### src/shared/fla_map.svh
// Constants for the absolute-to-register field load: opcode layout, widths and field limits.
`ifndef FLA_LOAD_MAP_SVH
`define FLA_LOAD_MAP_SVH

`define FLA_WORD_W 16
`define FLA_DATA_W 32
`define FLA_OPC_HI_MSB 15
`define FLA_OPC_HI_LSB 10
`define FLA_OPC_HI_VAL 6'h01
`define FLA_OPC_LO_MSB 8
`define FLA_OPC_LO_LSB 5
`define FLA_OPC_LO_VAL 4'hd
`define FLA_SET_BIT 9
`define FLA_FILE_BIT 4
`define FLA_DEST_MSB 3
`define FLA_DEST_LSB 0
`define FLA_WIDTH_CODE_W 5
`define FLA_OFFSET_W 5
`define FLA_FULL_WIDTH 6'h20
`define FLA_WIDTH_FULL_CODE 5'h00
`define FLA_SPAN_W 7
`define FLA_SPAN_LIMIT 7'h20
`define FLA_WORD_STEP 27'h0000001
`define FLA_ALIGN_ZERO 5'h00

`endif

### src/shared/fla_pkg.sv
// Types shared by the field load decoder and its extension unit.
package fla_pkg;

	typedef enum logic
	{
		FLA_ZERO_EXT = 1'b0,
		FLA_SIGN_EXT = 1'b1
	} fla_ext_t;

	typedef enum logic [5:0]
	{
		FLA_IDLE = 6'b000001,
		FLA_ADDR_LO = 6'b000010,
		FLA_ADDR_HI = 6'b000100,
		FLA_READ_FIRST = 6'b001000,
		FLA_READ_SECOND = 6'b010000,
		FLA_EXTEND = 6'b100000
	} fla_state_t;

endpackage

### src/rtl/fla_field_extend.sv
// Right-justifies a bit field taken from two memory words and extends it to 32 bits.
`timescale 1ns/10ps
`default_nettype none
`include "fla_map.svh"

module fla_field_extend
(
	// Source words, lower address first.
	input wire logic [31:0] loWord,
	input wire logic [31:0] hiWord,
	// Field placement and extension.
	input wire logic [4:0] bitOffset,
	input wire logic [5:0] widthFull,
	input wire fla_pkg::fla_ext_t extendMode,
	// Extended result.
	output logic [31:0] result
);
	import fla_pkg::*;

	logic [63:0] joined;
	logic [63:0] shifted;
	logic [4:0] topIdx;
	logic fillBit;

	always_comb
	begin
		joined = {hiWord, loWord};
		shifted = joined >> bitOffset;
		topIdx = 5'(widthFull - 6'h01);
		fillBit = (extendMode == FLA_SIGN_EXT) ? shifted[topIdx] : 1'b0;
		for (int i = 0; i < `FLA_DATA_W; i++)
		begin
			result[i] = (6'(i) < widthFull) ? shifted[i] : fillBit;
		end
	end

endmodule
`default_nettype wire

### src/rtl/fla_load_exec.sv
// Decoder and sequencer for the load of an absolute-addressed bit field into a general register.
`timescale 1ns/10ps
`default_nettype none
`include "fla_map.svh"

module fla_load_exec
(
	// Clock, reset and enable.
	input wire logic clk_sys,
	input wire logic reset,
	input wire logic clkEn,
	// Instruction word stream.
	input wire logic wordValid,
	input wire logic [15:0] wordData,
	output logic wordReady,
	output logic opcodeReject,
	output logic busy,
	// Field parameters programmed by set_field_parameters.
	input wire logic [4:0] field_width_set_zero,
	input wire fla_pkg::fla_ext_t extend_mode_set_zero,
	input wire logic [4:0] field_width_set_one,
	input wire fla_pkg::fla_ext_t extend_mode_set_one,
	// Local memory read port.
	output logic memRdReq,
	output logic [31:0] memRdAddr,
	input wire logic memRdValid,
	input wire logic [31:0] memRdData,
	// Register file write port.
	output logic regWrEn,
	output logic regWrFile,
	output logic [3:0] regWrIdx,
	output logic [31:0] regWrData,
	// Status flag update.
	output logic statusWrEn,
	output logic flagN,
	output logic flagZ,
	output logic flagV
);
	import fla_pkg::*;

	fla_state_t state_q, state_d;
	logic setSel_q, setSel_d;
	logic file_q, file_d;
	logic [3:0] dest_q, dest_d;
	logic [31:0] addr_q, addr_d;
	logic [31:0] word0_q, word0_d;
	logic [31:0] word1_q, word1_d;
	logic [5:0] width_q, width_d;
	fla_ext_t ext_q, ext_d;
	logic wrEn_q, wrEn_d;
	logic [31:0] wrData_q, wrData_d;
	logic flagN_q, flagN_d;
	logic flagZ_q, flagZ_d;
	logic reject_q, reject_d;

	logic opcodeMatch;
	logic [4:0] widthCode;
	logic [6:0] span;
	logic needSecond;
	logic [31:0] extended;

	// The extension unit always sees both words; a field that ends inside the first word never looks at the second.
	fla_field_extend u_extend
	(
		.loWord(word0_q),
		.hiWord(word1_q),
		.bitOffset(addr_q[4:0]),
		.widthFull(width_q),
		.extendMode(ext_q),
		.result(extended)
	);

	always_comb
	begin
		opcodeMatch = (wordData[`FLA_OPC_HI_MSB:`FLA_OPC_HI_LSB] == `FLA_OPC_HI_VAL) &&
			(wordData[`FLA_OPC_LO_MSB:`FLA_OPC_LO_LSB] == `FLA_OPC_LO_VAL);
		widthCode = setSel_q ? field_width_set_one : field_width_set_zero;
		span = 7'(addr_q[4:0]) + 7'(width_q);
		needSecond = span > `FLA_SPAN_LIMIT;
		wordReady = (state_q == FLA_IDLE) || (state_q == FLA_ADDR_LO) || (state_q == FLA_ADDR_HI);
		memRdReq = (state_q == FLA_READ_FIRST) || (state_q == FLA_READ_SECOND);
		memRdAddr = {addr_q[31:5], `FLA_ALIGN_ZERO};
		if (state_q == FLA_READ_SECOND)
		begin
			memRdAddr = {27'(addr_q[31:5] + `FLA_WORD_STEP), `FLA_ALIGN_ZERO};
		end
		busy = (state_q != FLA_IDLE);
	end

	always_comb
	begin
		state_d = state_q;
		setSel_d = setSel_q;
		file_d = file_q;
		dest_d = dest_q;
		addr_d = addr_q;
		word0_d = word0_q;
		word1_d = word1_q;
		width_d = width_q;
		ext_d = ext_q;
		wrEn_d = 1'b0;
		wrData_d = wrData_q;
		flagN_d = flagN_q;
		flagZ_d = flagZ_q;
		reject_d = 1'b0;
		case (state_q)
			FLA_IDLE:
			begin
				if (wordValid && opcodeMatch)
				begin
					setSel_d = wordData[`FLA_SET_BIT];
					file_d = wordData[`FLA_FILE_BIT];
					dest_d = wordData[`FLA_DEST_MSB:`FLA_DEST_LSB];
					state_d = FLA_ADDR_LO;
				end
				else if (wordValid)
				begin
					reject_d = 1'b1;
				end
			end
			FLA_ADDR_LO:
			begin
				if (wordValid)
				begin
					addr_d[15:0] = wordData;
					state_d = FLA_ADDR_HI;
				end
			end
			FLA_ADDR_HI:
			begin
				if (wordValid)
				begin
					addr_d[31:16] = wordData;
					// A width code of zero stands for a full 32-bit field.
					width_d = (widthCode == `FLA_WIDTH_FULL_CODE) ? `FLA_FULL_WIDTH : 6'(widthCode);
					ext_d = setSel_q ? extend_mode_set_one : extend_mode_set_zero;
					state_d = FLA_READ_FIRST;
				end
			end
			FLA_READ_FIRST:
			begin
				if (memRdValid)
				begin
					word0_d = memRdData;
					word1_d = '0;
					state_d = needSecond ? FLA_READ_SECOND : FLA_EXTEND;
				end
			end
			FLA_READ_SECOND:
			begin
				if (memRdValid)
				begin
					word1_d = memRdData;
					state_d = FLA_EXTEND;
				end
			end
			FLA_EXTEND:
			begin
				wrData_d = extended;
				flagN_d = extended[31];
				flagZ_d = (extended == '0);
				wrEn_d = 1'b1;
				state_d = FLA_IDLE;
			end
			default:
			begin
				state_d = FLA_IDLE;
			end
		endcase
	end

	always_ff @(posedge clk_sys)
	begin
		if (reset)
		begin
			state_q <= FLA_IDLE;
			setSel_q <= 1'b0;
			file_q <= 1'b0;
			dest_q <= '0;
			addr_q <= '0;
			word0_q <= '0;
			word1_q <= '0;
			width_q <= `FLA_FULL_WIDTH;
			ext_q <= FLA_ZERO_EXT;
			wrEn_q <= 1'b0;
			wrData_q <= '0;
			flagN_q <= 1'b0;
			flagZ_q <= 1'b0;
			reject_q <= 1'b0;
		end
		else if (clkEn)
		begin
			state_q <= state_d;
			setSel_q <= setSel_d;
			file_q <= file_d;
			dest_q <= dest_d;
			addr_q <= addr_d;
			word0_q <= word0_d;
			word1_q <= word1_d;
			width_q <= width_d;
			ext_q <= ext_d;
			wrEn_q <= wrEn_d;
			wrData_q <= wrData_d;
			flagN_q <= flagN_d;
			flagZ_q <= flagZ_d;
			reject_q <= reject_d;
		end
	end

	// Carry has no output at all, so the core keeps its old value; overflow always reads cleared.
	assign regWrEn = wrEn_q;
	assign regWrFile = file_q;
	assign regWrIdx = dest_q;
	assign regWrData = wrData_q;
	assign statusWrEn = wrEn_q;
	assign flagN = flagN_q;
	assign flagZ = flagZ_q;
	assign flagV = 1'b0;
	assign opcodeReject = reject_q;
endmodule
`default_nettype wire

### config.mk
export PLATFORM = sky130hd
export DESIGN_NAME = fla_load_exec
export DESIGN_NICKNAME = d
export VERILOG_FILES = /design/src/shared/fla_pkg.sv /design/src/rtl/fla_field_extend.sv /design/src/rtl/fla_load_exec.sv
export VERILOG_INCLUDE_DIRS = /design/src /design/src/shared
export SDC_FILE = /design/constraint.sdc
export NUM_CORES = 1
export LEC_CHECK = 0
export BUFFER_PORTS_ARGS = -buffer_cell sky130_fd_sc_hd__buf_4
export CAP_MARGIN = 10
export CORE_MARGIN = 2
export CORE_UTILIZATION = 30
export CTS_CLUSTER_DIAMETER = 60
export DETAILED_ROUTE_END_ITERATION = 10
export HOLD_SLACK_MARGIN = 0.12
export PLACE_DENSITY = 0.43
export SYNTH_ARGS = -nofsm -noshare
export SYNTH_HDL_FRONTEND = slang
export SYNTH_HIERARCHICAL = 1
export SYNTH_SLANG_ARGS = --single-unit
### constraint.sdc
create_clock -name clk_sys -period 7 [get_ports clk_sys]
set_input_delay 1.4 -clock clk_sys [delete_from_list [all_inputs] [get_ports clk_sys]]
set_output_delay 1.4 -clock clk_sys [all_outputs]
set_load 0.005 [all_outputs]
After elaboration in Yosys (flattened, before gate mapping) --
Index checks and enable logic that the tools add are counted.
Word-level totals: register bits 151, input bits 65, output and inout bits 78, word-level logic and storage cells 135
Cells by class: $add $sub $neg 3, order comparisons 34, eq/ne operators 14, shift operators 1, mux-type cells 53, reductions and logical operators 15
Operators with widths (count):
- less-than comparator 5 x 6 -> 1 bit, first input constant | 16
- 2-to-1 mux 32 bit | 3
- case mux 32 bit (2 select lines) | 1
- >> shifter 64 x 5 -> 32 bit | 1
- less-than comparator 4 x 6 -> 1 bit, first input constant | 8
- 2-to-1 mux 6 bit | 7
- 2-to-1 mux 1 bit | 39
- logical NOT 32 bit | 1
- case mux 6 bit (5 select lines) | 1
- adder 27 x 1 -> 27 bit, second input constant | 1
- less-than comparator 3 x 6 -> 1 bit, first input constant | 4
- equality test 6 x 1 -> 1 bit, second input constant | 2
- less-than comparator 1 x 6 -> 1 bit, first input constant | 2
- less-than comparator 2 x 6 -> 1 bit, first input constant | 2
- AND reduction 3 bit | 4
- inequality test 2 bit, second input constant | 4
- adder 5 x 6 -> 7 bit | 1
- > comparator 7 x 6 -> 1 bit, second input constant | 1
- less-than comparator 5 x 7 -> 1 bit, second input constant | 1
- equality test 6 x 2 -> 1 bit, second input constant | 1
- equality test 6 x 3 -> 1 bit, second input constant | 1
- equality test 6 x 4 -> 1 bit, second input constant | 1
- equality test 6 x 5 -> 1 bit, second input constant | 1
- equality test 6 bit, second input constant | 1
- other kinds (13) | 16

Longest topological paths before layout --
depth in word-level cells 6, mapped depth 20, gate-level depth less buffers 15

Hierarchy --
The synthesis kept the hierarchy.
By module, submodules not included:
- fla_load_exec | instances 1, cells an instance 786, area each 6296.0 um2, seq. area each 3002.9 um2
- fla_field_extend | instances 1, cells an instance 663, area each 5551.6 um2, seq. area each 0.0 um2

Worst setup path before layout --
OpenSTA, ideal clock, no wires.
path kind register to register, from register addr_q[2], to register flagZ_q, in the netlist flagZ, setup time 0.065 ns, data arrival time 3.738 ns, data required time 6.935 ns, path slack 3.197 ns, cell stages (with the launch flop) 19, buffers on the path 5, period minus slack after synthesis 3.803 ns, path through dfxtp_1 > buf_2 > buf_2 > buf_2 > buf_1 > mux4_2 > or2_2 > a32oi_1 > nand3_1 > a311oi_1 > o2111ai_1 > o211ai_2 > buf_6 > o22ai_2 > nor4_1 > nand4_1 > nor3_1 > a21oi_1 > nor2_1
On the way: word-level cells in the longest chain between the ends 6, elaborated cells on any way between the ends 37, classes of those cells 1 x shift; 35 x mux; 1 x reduce/logical
Ends and longest elaborated chain:
- start, declared | RTL line fla_load_exec.sv:45 | logic [31:0] addr_q, addr_d;
- start signal, assigned | RTL line fla_load_exec.sv:197 | addr_q <= addr_d;
- >> shifter 64 x 5 -> 32 bit * | RTL line fla_field_extend.sv:28 | shifted = joined >> bitOffset;
- binary-select mux 1 bit (select 5 bit) | RTL line fla_field_extend.sv:30 | fillBit = (extendMode == FLA_SIGN_EXT) ? shifted[topIdx] : 1'b0;
- 2-to-1 mux 1 bit (not written as such) | RTL line fla_field_extend.sv:30
- 2-to-1 mux 1 bit | RTL line fla_field_extend.sv:30
- 2-to-1 mux 1 bit * | RTL line fla_field_extend.sv:33 | result[i] = (6'(i) < widthFull) ? shifted[i] : fillBit;
- net extended[16] | RTL line fla_load_exec.sv:60 | logic [31:0] extended;
- logical NOT 32 bit * | RTL line fla_load_exec.sv:161 | flagZ_d = (extended == '0);
- end signal, assigned | RTL line fla_load_exec.sv:205 | flagZ_q <= flagZ_d;
- end, declared | RTL line fla_load_exec.sv:53 | logic flagZ_q, flagZ_d;
Mark *: on every way through the listed nets, which the timed path passes. The rest lies on a longest branch. The select of a mux whose other input is x is not followed. A chain may end at the register's enable or synchronous reset.

Worst setup path after layout --
from register addr_q[1], to register flagZ_q, in the netlist flagZ
Same word-level chain as after synthesis.

==> summary.txt <==
Final layout
  – NumNets Final: 1,578
  – Most common cell after layout, fill and taps aside: nand2_1
  – Share of cells above drive strength 1: around 23%
  – # fillers: 4,200
  – Most frequent cells in the layout: 285 x nand2_1, 160 x buf_4, 145 x a21oi_1, 145 x dfxtp_1, 80 x nor2_1
  – Layout area overhead: 15.3%
  – Antenna diodes: 0

Routing
  – DR vias: 11,795
  – DR vias/cell: just under 6
  – Starting DRC count in detailed routing: ~1,100
  – Final wirelength: between 40,000 and 50,000 um
  – Antenna Nets Post-Route: 0
  – Avg WL per Cell: 23.3 um
  – DR pass1 iterations: 6
  – DR DRC count: 0

Floorplan
  – Die width: 202 um
  – Ports: between 100 and 150
  – Core Region: 38,700 um^2
  – Die area: 41,000 um^2
  – Initial cell density of the core: ~30%
  – Die Y: 202 um
  – Row Count: 72

STA
  – Rel. slew slack: 19.4%
  – FMAX: just under 200 MHz
  – Final hold vios: 0
  – Count of final setup violators: 0
  – Worst slew pin tran: 1.20 ns
  – Max Slew Vio Count: 0
  – Clk_skew: 0.00982 ns
  – Setup TNS: 0 ns
  – Unrepaired setup endpoints after global routing: false
  – Crit share post-route: 72.8%
  – Tmin final: 5.10 ns
  – Hold WS: 0.455 ns

Worst setup path
  – CP required: 7.38 ns
  – Setup CP Type: reg -> reg
  – Setup crit start: addr_q[1]
  – Startpoint Class: flop
  – FF-to-FF Start: addr_q[1]
  – WP data arrival: 5.48 ns
  – Critical Path End Type: flop
  – Top fanout value on the critical path: between 40 and 50

Job
  – Max Cap Viol: 0

GRT
  – GRT Util Overall: 23.0%
  – GRT overflow: 0
  – Initial antenna violation count: 0
  – Pin count of the biggest net entering global routing: 79
  – Vias in the first global route: 11,478
  – First-pass GRT wire length: between 70,000 and 80,000 um

Logic synthesis
  – Synth Cell Area: 11,800 um^2
  – Syn Inst Count: 1,445
  – Syn. warnings: 6
  – Post-Syn Area per Cell: 8.18 um^2

Clock network
  – H-tree level count: 4
  – Clock root buffer: clkbuf_16
  – Sink Count: 149
  – Resized cells post-CTS: 0
  – Post-CTS setup buffer count: 0
  – CTS Buf Count: 17
  – CTS Hold Buffers Added: 0
  – CTS tree: done
  – Clock transition at the registers of the reported paths: 0.06 ns
  – Clock tree buffer depth: 2
  – Clock latency on the worst-skew pair: approximately 0.45 ns

Placement
  – # port buffers: 136
  – Routability congestion estimate from global placement: 0.954
  – Final HPWL DP: 35,500 um

Pwr
  – Lkg Pwr: between 4 and 5 nW
  – Peak VDD IR: around 0.17 mV
  – Pwr dens: roughly 130 nW/um^2

Min path
  – Hold_sp: regWrData[20]
  – Hold Crit Class: reg -> reg

Outcome
  – Outcome: finished clean
[critical path, stage by stage (launching register included)]
cell and delay [ns]:
dfxtp_4 0.76, buf_4 0.47, mux2_2 0.43, mux4_2 0.56
a222oi_1 0.55, nand3_1 0.15, a211oi_1 0.24, o221ai_1 0.18
o211ai_2 0.11, buf_4 0.41, o31ai_1 0.17, nor4_1 0.38
nand4_1 0.22, nor3_1 0.21, a21oi_1 0.06, nor2_1 0.09
[worst paths after layout]
path,end,slack [ns],cells past startpoint
max,flagZ,1.90,15
min,regWrData[20],0.45,2
max reg2reg,flagZ,1.90,15
min reg2reg,regWrData[20],0.45,2
[layout make-up]
cell class / instances / area (um^2) / share of cell area [%]
Multi-Input combinational cell: 1153 / 8140 / 59.7
Sequential cell: 149 / 2990 / 22.0
Timing Repair Buffer: 161 / 1210 / 8.90
Tap cell: 518 / 648 / 4.76
Clock buffer: 21 / 470 / 3.45
Inverter: 22 / 82.6 / 0.606
Clock inverter: 11 / 77.6 / 0.569
[stage by stage]
step | setup WS [ns] | total power [mW] | std cells | cell area (um^2) | utilization, %
2_1_floorplan | 3.20 | 0.886 | 1450 | 11800 | -
3_3_place_gp | 1.63 | 0.926 | 2002 | 13100 | 33.7
3_5_place_dp | 1.61 | 0.926 | 2002 | 13100 | 33.7
6_report | 1.90 | 1.77 | 2035 | 13600 | 35.2
5_1_grt | 1.61 | 1.84 | 2035 | 13600 | 35.2
4_1_cts | 1.58 | 1.80 | 2034 | 13600 | 35.1
[registers in the layout (all words and copies together) (netlist names)]
signal / flops
flagZ: 1
width_q: 6
word1_q: 31
regWrFile: 1
ext_q: 1
regWrData: 32
opcodeReject: 1
regWrIdx: 4
addr_q: 32
regWrEn: 1
word0_q: 32
state_q: 6
setSel_q: 1
[power breakdown]
part	internal (mW)	switching [mW]
logic	0.0269	0.0324
clock network	0.480	0.388
registers	0.847	0.000245
total	1.35	0.421
[layer usage]
layer,GRT usage (%),share of wire [%],wire (um)
met1,30.9,44,20800
met2,35.6,45,21400
met3,5.19,7.3,3490
met4,9.67,3.9,1840
met5,0,0,0
Power figures use the tool's default switching activity.
